==> src/inc/osd_map.svh <==
// register offsets, field positions, reset values and timing for the output sync and channel divider
`ifndef OSD_MAP_SVH
`define OSD_MAP_SVH
`define OSD_ADDR_SYNC_CFG 12'h0525
`define OSD_ADDR_GATE_MASK 12'h0526
`define OSD_ADDR_OUT_CFG 12'h0527
`define OSD_ADDR_DIV_LO 12'h0528
`define OSD_ADDR_DIV_HI 12'h0529
`define OSD_ADDR_PHASE 12'h052A
`define OSD_ADDR_STATUS 12'h052F
`define OSD_SRC_BIT 2
`define OSD_AUTO_LSB 0
`define OSD_OVR_BIT 2
`define OSD_MASKB_BIT 1
`define OSD_MASKA_BIT 0
`define OSD_FMT_LSB 4
`define OSD_POL_LSB 2
`define OSD_BOOST_BIT 1
`define OSD_RST_SYNC_CFG 8'h00
`define OSD_RST_GATE_MASK 8'h00
`define OSD_RST_OUT_CFG 8'h10
`define OSD_RST_DIV_LO 8'h00
`define OSD_RST_DIV_HI 8'h00
`define OSD_RST_PHASE 8'h00
`define OSD_HOLD_CYCLES 4
`endif

==> src/inc/osd_pkg.sv <==
// types for the output sync and channel divider
package osd_pkg;
	typedef enum logic [1:0] {
		osd_auto_off = 2'b00,
		osd_auto_freq = 2'b01,
		osd_auto_phase = 2'b10,
		osd_auto_rsvd = 2'b11
	} osd_auto_type;
	typedef enum logic [2:0] {
		osd_fmt_off = 3'b000,
		osd_fmt_hstl = 3'b001,
		osd_fmt_lvds = 3'b010,
		osd_fmt_rsv3 = 3'b011,
		osd_fmt_cmos = 3'b100,
		osd_fmt_cmos_p = 3'b101,
		osd_fmt_cmos_n = 3'b110,
		osd_fmt_rsv7 = 3'b111
	} osd_fmt_type;
	typedef enum logic [1:0] {
		osd_st_idle = 2'b00,
		osd_st_hold = 2'b01,
		osd_st_run = 2'b10
	} osd_state_type;
	typedef struct packed {
		logic [11:0] addr;
		logic [7:0] wdata;
		logic wr;
		logic rd;
	} osd_bus_type;
	typedef struct packed {
		logic pad_p_en;
		logic pad_n_en;
		logic pad_p;
		logic pad_n;
		logic lvds_mode;
		logic hstl_mode;
		logic boost;
	} osd_drive_type;
endpackage : osd_pkg

==> src/logic/osd_channel.sv <==
// sync control and channel A output divider of the clock distribution path
//
// Notes on behaviour
// - sync source bit picks direct request (0, default) or active reference (1).
// - auto sync field: 00 off, 01 on frequency lock, 10 on phase lock, 11 reserved.
// - override clear: sync stays disabled until output loop calibrated and locked.
// - override set: ignore output loop lock, sync config always controls sync.
// - channel A mask releases divider immediately, ignores sync, leaves drivers alone.
// - channel B mask releases channel B divider, ignores sync, leaves drivers alone.
// - channel A format: off, HSTL default, LVDS, CMOS both, P only, N only.
// - channel A polarity: 00 pos/neg, 01 pos/pos, 10 neg/pos, 11 neg/neg.
// - boost bit chooses normal or boosted LVDS drive strength.
// - 10-bit divider from two registers, divides by value plus one.
// - six-bit phase sets initial offset after sync in half input periods.
`timescale 1ns/1ps
`include "osd_map.svh"
module osd_channel
	import osd_pkg::*;
#(
	parameter int div_width = 10,
	parameter int phase_width = 6
) (
	input wire logic clk,
	input wire logic resetn,
	input wire osd_bus_type bus,
	output logic [7:0] rdata,
	input wire logic pre_tick,
	input wire logic sync_request,
	input wire logic active_ref_sync,
	input wire logic loop_freq_lock,
	input wire logic loop_phase_lock,
	input wire logic out_loop_cal_lock,
	output logic sync_hold_b,
	output logic sync_release_b,
	output logic clk_out_a,
	output osd_drive_type drive_a
);
	typedef struct packed {
		logic [7:0] sync_cfg;
		logic [7:0] gate_mask;
		logic [7:0] out_cfg;
		logic [7:0] div_lo;
		logic [7:0] div_hi;
		logic [7:0] phase;
		logic [7:0] rdata;
		logic [2:0] req_s1;
		logic [2:0] req_s2;
		logic [2:0] req_d;
		logic lock_s1;
		logic lock_s2;
		logic armed;
		osd_state_type state;
		logic [2:0] hold_cnt;
		logic [div_width:0] half_cnt;
		logic [phase_width-1:0] skip;
		logic half_phase;
		logic div_level;
		logic hold_b;
		logic release_b;
		logic sync_seen;
		osd_drive_type drive;
	} osd_state_all_type;

	osd_state_all_type r;
	osd_state_all_type next_r;

	logic [div_width-1:0] div_val;
	logic [div_width:0] half_total;
	logic [2:0] req_rise;
	logic sync_event;
	logic auto_event;
	logic sync_enabled;
	logic pol_p;
	logic pol_n;
	osd_fmt_type fmt;
	osd_auto_type auto_mode;

	assign div_val = {r.div_hi[1:0], r.div_lo};
	assign half_total = {div_val, 1'b0} + {{div_width{1'b0}}, 1'b1};
	assign fmt = osd_fmt_type'(r.out_cfg[`OSD_FMT_LSB +: 3]);
	assign auto_mode = osd_auto_type'(r.sync_cfg[`OSD_AUTO_LSB +: 2]);
	assign req_rise = r.req_s2 & ~r.req_d;
	assign pol_p = r.out_cfg[`OSD_POL_LSB + 1];
	assign pol_n = r.out_cfg[`OSD_POL_LSB];

	always_comb begin
		next_r = r;
		next_r.req_s1 = {loop_phase_lock, loop_freq_lock, r.sync_cfg[`OSD_SRC_BIT] ? active_ref_sync : sync_request};
		next_r.req_s2 = r.req_s1;
		next_r.req_d = r.req_s2;
		next_r.lock_s1 = out_loop_cal_lock;
		next_r.lock_s2 = r.lock_s1;
		// once armed, later loss of lock does not disarm: the arming is a one-time gate
		if (r.lock_s2) begin
			next_r.armed = 1'b1;
		end
		sync_enabled = r.armed | r.gate_mask[`OSD_OVR_BIT];
		auto_event = ((auto_mode == osd_auto_freq) && req_rise[1]) ||
			((auto_mode == osd_auto_phase) && req_rise[2]);
		sync_event = sync_enabled & (req_rise[0] | auto_event);
		next_r.sync_seen = sync_event;
		next_r.release_b = 1'b0;

		if (bus.wr) begin
			case (bus.addr)
				`OSD_ADDR_SYNC_CFG: begin
					next_r.sync_cfg = {5'h0, bus.wdata[2:0]};
				end
				`OSD_ADDR_GATE_MASK: begin
					next_r.gate_mask = {5'h0, bus.wdata[2:0]};
				end
				`OSD_ADDR_OUT_CFG: begin
					next_r.out_cfg = {1'b0, bus.wdata[6:1], 1'b0};
				end
				`OSD_ADDR_DIV_LO: begin
					next_r.div_lo = bus.wdata;
				end
				`OSD_ADDR_DIV_HI: begin
					next_r.div_hi = {6'h0, bus.wdata[1:0]};
				end
				`OSD_ADDR_PHASE: begin
					next_r.phase = {2'h0, bus.wdata[5:0]};
				end
				default: begin
				end
			endcase
		end
		next_r.rdata = 8'h00;
		if (bus.rd) begin
			case (bus.addr)
				`OSD_ADDR_SYNC_CFG: next_r.rdata = r.sync_cfg;
				`OSD_ADDR_GATE_MASK: next_r.rdata = r.gate_mask;
				`OSD_ADDR_OUT_CFG: next_r.rdata = r.out_cfg;
				`OSD_ADDR_DIV_LO: next_r.rdata = r.div_lo;
				`OSD_ADDR_DIV_HI: next_r.rdata = r.div_hi;
				`OSD_ADDR_PHASE: next_r.rdata = r.phase;
				`OSD_ADDR_STATUS: next_r.rdata = {5'h0, r.state == osd_st_hold, r.armed, r.div_level};
				default: next_r.rdata = 8'h00;
			endcase
		end

		// channel B divider lives outside; it only sees hold and release
		if (r.gate_mask[`OSD_MASKB_BIT]) begin
			next_r.hold_b = 1'b0;
		end else if (sync_event) begin
			next_r.hold_b = 1'b1;
			if (r.gate_mask[`OSD_MASKA_BIT]) begin
				next_r.hold_cnt = 3'd0;
			end
		end else if (r.gate_mask[`OSD_MASKA_BIT] && r.hold_b && pre_tick) begin
			// channel A ignores sync while masked, so channel B times its own hold or it would stay stuck
			if (r.hold_cnt == 3'(`OSD_HOLD_CYCLES - 1)) begin
				next_r.hold_b = 1'b0;
				next_r.release_b = 1'b1;
				next_r.hold_cnt = 3'd0;
			end else begin
				next_r.hold_cnt = r.hold_cnt + 3'd1;
			end
		end

		case (r.state)
			osd_st_idle: begin
				if (r.gate_mask[`OSD_MASKA_BIT]) begin
					next_r.state = osd_st_run;
				end else if (sync_event) begin
					next_r.state = osd_st_hold;
					next_r.hold_cnt = 3'd0;
				end
			end
			osd_st_hold: begin
				next_r.div_level = 1'b0;
				if (r.gate_mask[`OSD_MASKA_BIT]) begin
					next_r.state = osd_st_run;
					next_r.half_cnt = '0;
				end else if (pre_tick) begin
					// wait a few input edges so both channels see the same release edge
					if (r.hold_cnt == 3'(`OSD_HOLD_CYCLES - 1)) begin
						next_r.state = osd_st_run;
						next_r.half_cnt = '0;
						next_r.skip = r.phase[phase_width-1:1];
						next_r.half_phase = r.phase[0];
						next_r.hold_b = 1'b0;
						next_r.release_b = r.hold_b;
					end else begin
						next_r.hold_cnt = r.hold_cnt + 3'd1;
					end
				end
			end
			osd_st_run: begin
				if (sync_event && !r.gate_mask[`OSD_MASKA_BIT]) begin
					next_r.state = osd_st_hold;
					next_r.hold_cnt = 3'd0;
				end else if (pre_tick) begin
					if (r.skip != '0) begin
						next_r.skip = r.skip - 1'b1;
					end else if (div_val == '0) begin
						next_r.div_level = ~r.div_level;
					end else if (r.half_cnt + {{div_width{1'b0}}, r.half_phase} + 1'b1 >= half_total) begin
						// both halves last value plus one ticks for every ratio, so high and low are equal except the first low phase after a sync, which also spans hold and skip
						next_r.div_level = ~r.div_level;
						next_r.half_cnt = '0;
						next_r.half_phase = 1'b0;
					end else begin
						next_r.half_cnt = r.half_cnt + 2'd2;
					end
				end
			end
			default: begin
				next_r.state = osd_st_idle;
			end
		endcase

		// mask never turns drivers on; only format does
		next_r.drive.pad_p_en = (fmt == osd_fmt_hstl) || (fmt == osd_fmt_lvds) ||
			(fmt == osd_fmt_cmos) || (fmt == osd_fmt_cmos_p);
		next_r.drive.pad_n_en = (fmt == osd_fmt_hstl) || (fmt == osd_fmt_lvds) ||
			(fmt == osd_fmt_cmos) || (fmt == osd_fmt_cmos_n);
		next_r.drive.lvds_mode = (fmt == osd_fmt_lvds);
		next_r.drive.hstl_mode = (fmt == osd_fmt_hstl);
		next_r.drive.boost = r.out_cfg[`OSD_BOOST_BIT];
		next_r.drive.pad_p = next_r.drive.pad_p_en & (next_r.div_level ^ pol_p);
		next_r.drive.pad_n = next_r.drive.pad_n_en & (next_r.div_level ^ ~(pol_p ^ pol_n));

		if (!resetn) begin
			next_r = '0;
			next_r.sync_cfg = `OSD_RST_SYNC_CFG;
			next_r.gate_mask = `OSD_RST_GATE_MASK;
			next_r.out_cfg = `OSD_RST_OUT_CFG;
			next_r.div_lo = `OSD_RST_DIV_LO;
			next_r.div_hi = `OSD_RST_DIV_HI;
			next_r.phase = `OSD_RST_PHASE;
			next_r.state = osd_st_idle;
		end
	end

	always_ff @(posedge clk) begin
		r <= next_r;
	end

	assign rdata = r.rdata;
	assign sync_hold_b = r.hold_b;
	assign sync_release_b = r.release_b;
	assign clk_out_a = r.div_level;
	assign drive_a = r.drive;
endmodule : osd_channel
==> config.mk <==
export PLATFORM = sky130hd
export DESIGN_NAME = osd_channel
export DESIGN_NICKNAME = d
export VERILOG_FILES = /design/src/inc/osd_pkg.sv /design/src/logic/osd_channel.sv
export VERILOG_INCLUDE_DIRS = /design/src /design/src/inc
export SDC_FILE = /design/constraint.sdc
export NUM_CORES = 1
export LEC_CHECK = 0
export BUFFER_PORTS_ARGS = -buffer_cell sky130_fd_sc_hd__buf_4
export CAP_MARGIN = 40
export CORE_MARGIN = 4
export CORE_UTILIZATION = 45
export CTS_CLUSTER_DIAMETER = 120
export DETAILED_ROUTE_END_ITERATION = 6
export GPL_TIMING_DRIVEN = 1
export PLACE_DENSITY = 0.68
export SLEW_MARGIN = 15
export SYNTH_ARGS = -nofsm -noshare
export SYNTH_HDL_FRONTEND = slang
export SYNTH_SLANG_ARGS = --single-unit
export TNS_END_PERCENT = 20
==> constraint.sdc <==
create_clock -name clk -period 5.9 [get_ports clk]
set_input_delay 0.295 -clock clk [delete_from_list [all_inputs] [get_ports clk]]
set_output_delay 0.295 -clock clk [all_outputs]
set_load 0.1 [all_outputs]
==> results of run 1 <==
==> logic make-up (layout without fill, tap and decap cells) <==
group           Yosys count  after routing  share of synthesized area, %
mux                      28             28                         6.470
flops                    80             80                         36.97
compound gates          107            107                         16.32
fa+ha+maj                19             19                         5.430
buf+inv                  62             91                         6.904
simple gates            203            203                         25.68
xor+xnor                 11             11                         2.224
==> stage by stage <==
stage          power [W]  util (%)
6_report        0.001118     52.86
3_3_place_gp   0.0006317     50.15
4_1_cts         0.001125     52.86
2_1_floorplan  0.0006051         -
3_5_place_dp   0.0006322     50.23
5_1_grt         0.001155     52.86
==> synth_stat cells (all sizes together) (4+ instances only) <==
master and n:
a21oi 26, a22oi 10, a32oi 5, and2 12, and3 11, buf 23, clkbuf 14, dfxtp 80
ha 18, inv 25, mux2i 28, nand2 41, nand2b 8, nand3 22, nand4 11, nand4bb 6
nor2 51, nor2b 4, nor3 12, nor3b 6, nor4 5, nor4b 4, o21a 4, o21ai 34
o41ai 4, xnor2 7, xor2 4
==> cell usage in the layout, fill, tap and decap left out, drive strengths merged, types with 5 or more instances in the layout <==
| cell | n |
|---|---|
| a21oi | 26 |
| inv | 26 |
| o21ai | 34 |
| and3 | 11 |
| dfxtp | 80 |
| nor3b | 6 |
| nand3 | 22 |
| nand4 | 11 |
| xnor2 | 7 |
| nor4 | 5 |
| and2 | 12 |
| nand2 | 41 |
| nand4bb | 6 |
| clkbuf | 10 |
| a32oi | 5 |
| buf | 50 |
| nor2 | 51 |
| nand2b | 8 |
| ha | 18 |
| mux2i | 28 |
| nor3 | 12 |
| a22oi | 10 |
==> final cells by class <==
type / count / area share, %
sequential: 80 / 32.64
tap: 129 / 3.289
multi-input combinational: 368 / 49.54
clock inverter: 6 / 2.371
timing repair buffer: 50 / 7.649
inverter: 25 / 1.912
clock buffer: 10 / 2.601
==> layer usage <==
metal | vias to the layer above | GRT usage (%)
li1 | 1861 | -
met1 | 1745 | 24.18
met2 | 129 | 28.73
met3 | 17 | 3.704
met4 | 0 | 7.493
met5 | - | 0
==> power by group through the flow <==
| stage | Combinational [W] | Sequential, W | Clock, W |
|---|---|---|---|
| 3_5_place_dp | 0.0000719 | 0.000560 | 0 |
| 3_3_place_gp | 0.0000715 | 0.000560 | 0 |
| 4_1_cts | 0.0000721 | 0.000547 | 0.000506 |
| 6_report | 0.0000721 | 0.000547 | 0.000498 |
| 2_1_floorplan | 0.0000429 | 0.000562 | 0 |
| 5_1_grt | 0.0000772 | 0.000548 | 0.000529 |
==> state kept, by name (all words and copies together), names as in the netlist <==
| name | cells |
|---|---|
| sync_release_b | 1 |
| div_val | 10 |
| drive_a | 7 |
| pol_n | 1 |
| fmt | 3 |
| clk_out_a | 1 |
| r | 45 |
| auto_mode | 2 |
| sync_hold_b | 1 |
| rdata | 8 |
| pol_p | 1 |
==> path summary, 6_finish.rpt <==
check | slack [ps] | from | to
max | 2090 | r[20] | r[22]
min | 140 | out_loop_cal_lock | r[36]
max reg2reg | 2090 | r[20] | r[22]
min reg2reg | 430 | r[45] | r[42]
==> results by group, run 1 <==
Status
  • Run status: complete, no violations

Clock tree
  • # resized after CTS: 0
  • Clk slew on worst S/H paths: 90 ps
  • Clock sinks: 80
  • Cts-stage hold buffer count: 0
  • Post CTS Setup Buffer Count: 0
  • Max Buffers Root-to-Sink: 2
  • TritonCTS clock tree: yes
  • CTS H-tree lvls: 3
  • Insertion delay to the later sink of the worst-skew pair: between 300 and 400 ps
  • CTS buffer count: 9
  • Root buf cell: clkbuf_8

Routing
  • Via density: ~5.6
  • Total number of vias: about 3,800
  • Post-Route WL: a little over 10,000 um
  • Routed met1 length: between 4000 and 5000 um
  • Highest metal used: met4
  • Routed WL per cell: approximately 15 um
  • Routed wire length on met3: about 640 um
  • DRC viols: 0
  • DRC marker count from the first detailed-route iteration: ~240
  • Pre-antenna DRT Iters: 5
  • WL met2: 4543 um
  • Final ANT Viol Nets: 0

Synth
  • Register area share after synthesis: ~37%
  • Post-synth EDFFs: 0
  • Synth Cell Area: roughly 0.0043 mm2
  • Asr flop ratio synth: 0%
  • Synth area leaders: dfxtp_1 (37%), mux2i_1 (6.5%), ha_1 (5.2%)
  • Cell count after synthesis: 510
  • Synth Flop Type: dfxtp_1
  • Synth Net Count: around 560
  • FF+latch count, synth: 80
  • Yosys top cell by area: dfxtp_1
  • Synth Area per Inst: between 8 and 9 um2
  • Synth warn: 0
  • Synth unique cells: 63
  • Top-area cell type share of the netlist area: a little under two fifths

Power
  • Cell Pwr Density: between 200 and 250 mW/mm2
  • Max VDD drop: ~0.00012 V
  • Cell internal pwr: between 0.0008 and 0.0009 W
  • Switching share of power: 23.55%
  • NetSw: around 0.00026 W
  • Sequential power share: 49.0%
  • Leak pwr: 1.950 nW
  • Combinational power share: between 6 and 7%
  • Clock power share: 44.6%

Timing
  • Final Max Tran Viols: 0
  • Slew @ Worst Pin: approximately 800 ps
  • Min Clock Period, post-route: ~3800 ps
  • Period utilization: 64.50%
  • Clk_skew: ~9.1 ps
  • RSZ-0062 raised after global routing: false
  • Setup TNS: 0 ps
  • Setup violators final: 0
  • Fin Hold WS: ~140 ps
  • F_max: about 260 MHz
  • Endpoints failing hold: 0
  • Relative max-transition margin: around 47%
  • Setup ws final: approximately 2100 ps

Setup path
  • Setup CP Type: reg -> reg
  • WP depth: 12
  • Critical path's top delay family: simple AND/OR/NAND/NOR gates
  • Worst setup EP type: flip-flop
  • Slowest CP cell: nor2b_1
  • WP data required: about 6000 ps
  • Worst Path Buf+Inv: 0
  • Worst path cell trace: ha_1 -> and3_1 -> nand4_1 -> nor2_1 -> xor2_1 -> ha_1 -> nand4_1 -> a2111oi_1 -> a211oi_1 -> nor2b_1 -> nand2b_4 -> o41ai_2
  • Crit path DAT: 4070 ps
  • Startpoint types: flip-flop
  • Crit path largest cell delay: approximately 700 ps
  • Reg2Reg Depth: 12
  • Crit path max fanout: 9

Placed design
  • Placed Area: around 0.0047 mm2
  • Worst slack, placed: between 2000 and 2500 ps
  • Final HPWL DP: about 7400 um
  • Total placed cells including tap cells: 652
  • Port bufs: 47
  • GP Congestion: between 0.8 and 0.9

Job
  • Max-cap violation count: 0

Global routing
  • GRT overflow: 0
  • Largest net degree at the start of global routing: 35
  • Number of global-route vias before repair: 3,524
  • GRT Overall Usage: between 10% and 20%
  • First-pass GRT wire length: 16,820 um
  • Initial antenna violation count: 0

Finish
  • Area growth, synth to finish: 13.29%
  • Multi-input logic area: 0.002431 mm2
  • Fin area: around 0.0049 mm2
  • Fraction of layout cells with a size suffix above 1: around 14%
  • Non-Filler Instances: about 670
  • FF+latch area: 0.001602 mm2
  • Ant. Diodes: 0
  • Fill count: around 880
  • Nets: around 580

Die
  • I/O pin count: 48
  • Total die area: around 0.011 mm2
  • Die X: between 100 and 150 um
  • Initial Util: between 40 and 50%
  • Core Area: approximately 0.0093 mm2
  • Die H: approximately 110 um
  • Row count: 35

Worst hold path
  • Hold Crit Class: in -> reg
  • Hold Crit Depth: 2
No activity file was read; power rests on OpenSTA's default activity.
==> inputs of run 2 (changes only) <==
Settings changed: PLACE_DENSITY 0.68 to 0.7.
Clock period 5.9 ns to 3.3 ns, I/O delays scaled along.
==> results by group, run 2 (synthesis results as in run 1) <==
Status
  • Run status: complete, no violations

Die
  • Core Area: around 0.0093 mm2
  • Initial Util: between 40 and 50%
  • Die H: 106.1 um
  • Row count: 35
  • Total die area: 0.01126 mm2
  • Die X: ~110 um
  • I/O pin count: 48

Placed design
  • GP Congestion: between 0.8 and 0.9
  • Final HPWL DP: around 7600 um
  • Port bufs: between 40 and 50
  • Placed Area: around 0.0047 mm2

Finish
  • Nets: 591
  • Fin area: around 0.005 mm2
  • Fraction of layout cells with a size suffix above 1: 16.27%
  • Max FFs per register: 45
  • Top reg by flops: r
  • Most frequent cells in the layout: dfxtp_1 (78), buf_4 (59), nor2_1 (51)
  • Most common cell after layout, fill and taps aside: dfxtp_1
  • Area growth, synth to finish: 14.01%
  • Ant. Diodes: 0

Power
  • Cell internal pwr: between 0.001 and 0.0015 W
  • Combinational power share: 7.2%
  • Cell Pwr Density: about 370 mW/mm2
  • Leak pwr: a little under 2 nW
  • Max VDD drop: around 0.00028 V
  • Clock power share: 38.6%
  • Switching share of power: between 20% and 30%
  • Sequential power share: roughly 54%
  • Total power: between 0.0015 and 0.002 W
  • NetSw: around 0.00044 W

Clock tree
  • Root buf cell: clkbuf_8
  • CTS buffer count: 9
  • Max Buffers Root-to-Sink: 2
  • CTS H-tree lvls: 3
  • Clk slew on worst S/H paths: ~80 ps
  • Clock sinks: 80
  • Insertion delay to the later sink of the worst-skew pair: ~360 ps
  • TritonCTS clock tree: yes

Timing
  • Slew @ Worst Pin: ~610 ps
  • Setup violators final: 0
  • F_max: 323.5 MHz
  • Relative max-transition margin: 59.08%
  • Period utilization: 93.68%
  • Clk_skew: 8.347 ps
  • Endpoints failing hold: 0
  • Final Max Tran Viols: 0
  • Min Clock Period, post-route: 3092 ps
  • RSZ-0062 raised after global routing: false

Job
  • Max-cap violation count: 0

Global routing
  • GRT Overall Usage: a little under a fifth
  • Initial antenna violation count: 0
  • Largest net degree at the start of global routing: 35
  • Number of global-route vias before repair: about 3,500
  • GRT overflow: 0
  • First-pass GRT wire length: between 15,000 and 20,000 um

Setup path
  • Crit path largest cell delay: slightly below 400 ps
  • Crit path max fanout: 5
  • Reg2Reg Setup Slack: between 200 and 250 ps
  • Slowest CP cell: a2111oi_2
  • Setup CP Type: reg -> reg
  • Startpoint types: flip-flop
  • Crit path DAT: between 3000 and 4000 ps
  • Worst path cell trace: ha_1 -> and3_1 -> nand4_1 -> nor2_1 -> xor2_1 -> ha_1 -> nand4_1 -> a2111oi_2 -> a211oi_2 -> buf_4 -> o311ai_4 -> nor3_1 -> o21a_1
  • Critical path's top delay family: compound AO/OA/AOI/OAI gates
  • Worst Path Buf+Inv: 1
  • Worst setup EP type: flip-flop
  • WP data required: approximately 3600 ps

Routing
  • Via density: between 5 and 6
  • Post-Route WL: around 10,000 um
  • DRC marker count from the first detailed-route iteration: around 300
  • Total number of vias: approximately 3,900
  • Pre-antenna DRT Iters: 5
  • Final ANT Viol Nets: 0
  • DRC viols: 0
  • Routed WL per cell: between 15 and 20 um

Worst hold path
  • Hold Crit Class: in -> reg
run 2: repair_timing:
item | CTS | global route
pin swaps | 0 | 1
cloned | 0 | 0
endpoints found under the setup margin | 6 | 10
hold buffers | 0 | 0
buffers inserted | 0 | 2
resized for setup | 1 | 4
run 2: worst paths after layout:
path,from,end,cells past startpoint
worst max-delay path,r[20],drive_a[3],13
worst min-delay path,out_loop_cal_lock,r[36],2
worst max register to register,r[20],drive_a[3],13
worst min register to register,r[45],r[42],1
run 2: layout make-up:
class                      count  area, um2
fill                         877       4345
sequential                    80       1604
clock inverter                 6      61.31
clock buffer                   9      123.9
multi-input combinational    368       2451
tap                          129      161.4
inverter                      25      93.84
timing repair buffer          59      442.9
run 2: stage by stage:
stage                     worst slack (ps)  hold WS (ps)  TNS, ps  instances  util [%]
after floorplan                      340.0         292.3        0        510         -
after global placement               114.6         373.0        0        658     50.71
after detailed placement            -52.93         376.4   -67.66        659     50.80
after CTS                            54.69         9.031        0        674     52.84
after global routing                 35.84        0.1883        0        676     53.19
final                                208.5         8.778        0        676     53.19
run 2: power groups by stage:
stage / registers (W) / logic [W] / clock network [W]
final: 0.000979 / 0.000130 / 0.000698
after global routing: 0.000980 / 0.000140 / 0.000756
after CTS: 0.000979 / 0.000129 / 0.000711
after detailed placement: 0.00100 / 0.000129 / 0
after global placement: 0.00100 / 0.000128 / 0
after floorplan: 0.00101 / 0.0000767 / 0
run 2: layer usage:
metal	part of all wire [%]	GRT usage, %	vias to the layer above
li1	-	-	1883
met1	45	25.01	1808
met2	46	30.32	148
met3	6.3	4.189	20
met4	2.3	6.660	0
met5	0	0	-
run 2: worst reg2reg max path, delay by kind of cell, from the launching register on:
family / cells / cell delay [ps]
AOI/OAI and AO/OA: 4 / 1100
xor gates and xnor gates: 1 / 80
adders and majority gates: 2 / 530
DFF: 1 / 380
and+or+nand+nor: 5 / 740
buffers and inverters: 1 / 170
==> inputs of run 3 (changes only) <==
Settings changed: PLACE_DENSITY 0.7 to 0.68.
Clock period 3.3 ns to 3.1 ns, I/O delays scaled along.
==> results by group, run 3 (synthesis results as in run 1) <==
Status
  • Run status: complete, no violations

Finish
  • Area growth, synth to finish: 16.49%
  • Most common cell after layout, fill and taps aside: dfxtp_1
  • Nets: ~600
  • Most frequent cells in the layout: dfxtp_1 (79), buf_4 (62), nor2_1 (51)
  • Post-Route Utilization: a little over half
  • Top reg by flops: r
  • Fraction of layout cells with a size suffix above 1: approximately 18%
  • Non-Filler Instances: a little under 700
  • Max FFs per register: 45
  • Ant. Diodes: 0

Clock tree
  • Insertion delay to the later sink of the worst-skew pair: 350 ps
  • Max Buffers Root-to-Sink: 2
  • Root buf cell: clkbuf_8
  • Clk slew on worst S/H paths: approximately 90 ps
  • TritonCTS clock tree: yes
  • Clock sinks: 80
  • CTS buffer count: 9
  • CTS H-tree lvls: 3

Setup path
  • Reg-to-reg endpoint: r[11]
  • Reg2Reg Depth: 13
  • Crit path largest cell delay: ~370 ps
  • Crit path max fanout: 5
  • CP Capture Point: r[11]
  • Crit path from: r[19]
  • Worst setup EP type: flip-flop
  • Crit path DAT: about 3200 ps
  • Slowest CP cell: dfxtp_4
  • Critical R2R Launch: r[19]
  • Reg2Reg Setup Slack: ~130 ps
  • Setup CP Type: reg -> reg
  • WP data required: ~3300 ps
  • Startpoint types: flip-flop
  • Worst path cell trace: ha_2 -> and3_1 -> buf_4 -> nand4_1 -> xnor2_1 -> ha_1 -> nand4_1 -> a2111oi_2 -> a211oi_4 -> buf_4 -> o41ai_2 -> mux2i_1 -> nor2_1

Global routing
  • Initial antenna violation count: 0
  • GRT overflow: 0
  • First-pass GRT wire length: around 17,000 um
  • Largest net degree at the start of global routing: 34
  • GRT Overall Usage: 18.80%
  • Number of global-route vias before repair: between 3,000 and 4,000

Placed design
  • Total placed cells including tap cells: between 600 and 700
  • Final HPWL DP: approximately 7600 um
  • GP Congestion: about 0.88
  • Port bufs: 47

Timing
  • F_max: roughly 340 MHz
  • Endpoints failing hold: 0
  • Relative max-transition margin: ~53%
  • Final Max Tran Viols: 0
  • Period utilization: approximately 96%
  • RSZ-0062 raised after global routing: true
  • Slew @ Worst Pin: ~700 ps
  • Clk_skew: approximately 16 ps
  • Min Clock Period, post-route: 2967 ps
  • Setup violators final: 0

Routing
  • Final ANT Viol Nets: 0
  • Total number of vias: 3,846
  • Post-Route WL: 10,630 um
  • Pre-antenna DRT Iters: 5
  • DRC viols: 0
  • Via density: 5.639
  • Routed WL per cell: approximately 16 um
  • DRC marker count from the first detailed-route iteration: 321

Die
  • Die X: ~110 um
  • Initial Util: between 40% and 50%
  • Core Area: 0.009284 mm2
  • Total die area: between 0.01 and 0.015 mm2
  • I/O pin count: between 40 and 50
  • Die H: 106.1 um
  • Row count: 35

Power
  • Leak pwr: 2.010 nW
  • Combinational power share: ~7%
  • NetSw: just under 0.0005 W
  • Cell internal pwr: roughly 0.0015 W
  • Clock power share: 39.6%
  • Total power: approximately 0.002 W
  • Max VDD drop: between 0.00015 and 0.0002 V
  • Sequential power share: 53.2%
  • Switching share of power: ~25%
  • Cell Pwr Density: 387.7 mW/mm2

Worst hold path
  • Hold Crit Depth: 2
  • Hold Crit Class: in -> reg

Job
  • Max-cap violation count: 0
-- run 3: final cells by class --
class	count	area, um2
sequential	80	1605
fill	856	4238
clock buffer	10	127.6
inverter	25	93.84
multi-input combinational	368	2501
tap	129	161.4
timing repair buffer	64	488.0
clock inverter	6	68.82
-- run 3: timing repair --
action | in CTS | in global routing
resized for setup | 2 | 15
endpoints found under the setup margin | 7 | 13
hold buffers | 0 | 0
cloned | 0 | 1
pin swaps | 0 | 8
setup buffers | 0 | 3
-- run 3: per-layer routing --
metal	GRT usage, %	vias to the layer above	share of wire [%]
li1	-	1896	-
met1	25.77	1809	47
met2	29.95	126	46
met3	3.522	15	5.2
met4	5.828	0	1.5
met5	0	-	0
-- run 3: worst min path at each step --
stage | start | end | slack, ps
2_1_floorplan | out_loop_cal_lock | r[36] | 280
3_3_place_gp | loop_phase_lock | r[45] | 360
3_5_place_dp | out_loop_cal_lock | r[36] | 370
4_1_cts | out_loop_cal_lock | r[36] | 1
5_1_grt | out_loop_cal_lock | r[36] | 10
6_report | out_loop_cal_lock | r[36] | 8
-- run 3: critical path, delay by kind of cell (launching register included) --
kind	cells	cell delay [ps]
AO/OA/AOI/OAI	3	810
XOR/XNOR	1	170
adder cells (fa/ha/maj)	2	490
buffers and inverters	2	280
flip-flops	1	370
multiplexers	1	230
AND/OR/NAND/NOR	4	500
-- run 3: per-stage QoR --
step                area (um2)  hold WS [ps]  TNS, ps  setup slack, ps
CTS                       4950         1.311        0            56.88
floorplan                 4332         282.3        0            140.0
global route              5046         12.81   -48.08           -24.76
finish                    5046         7.526        0            132.9
detailed placement        4738         368.5   -178.0           -61.03
global placement          4731         362.2        0            64.14
-- run 3: power by group through the flow --
stage	logic, W	registers (W)	clock network, W
floorplan	0.0000817	0.00107	0
global placement	0.000136	0.00107	0
detailed placement	0.000138	0.00107	0
CTS	0.000140	0.00104	0.000788
global route	0.000151	0.00104	0.000832
finish	0.000141	0.00104	0.000774
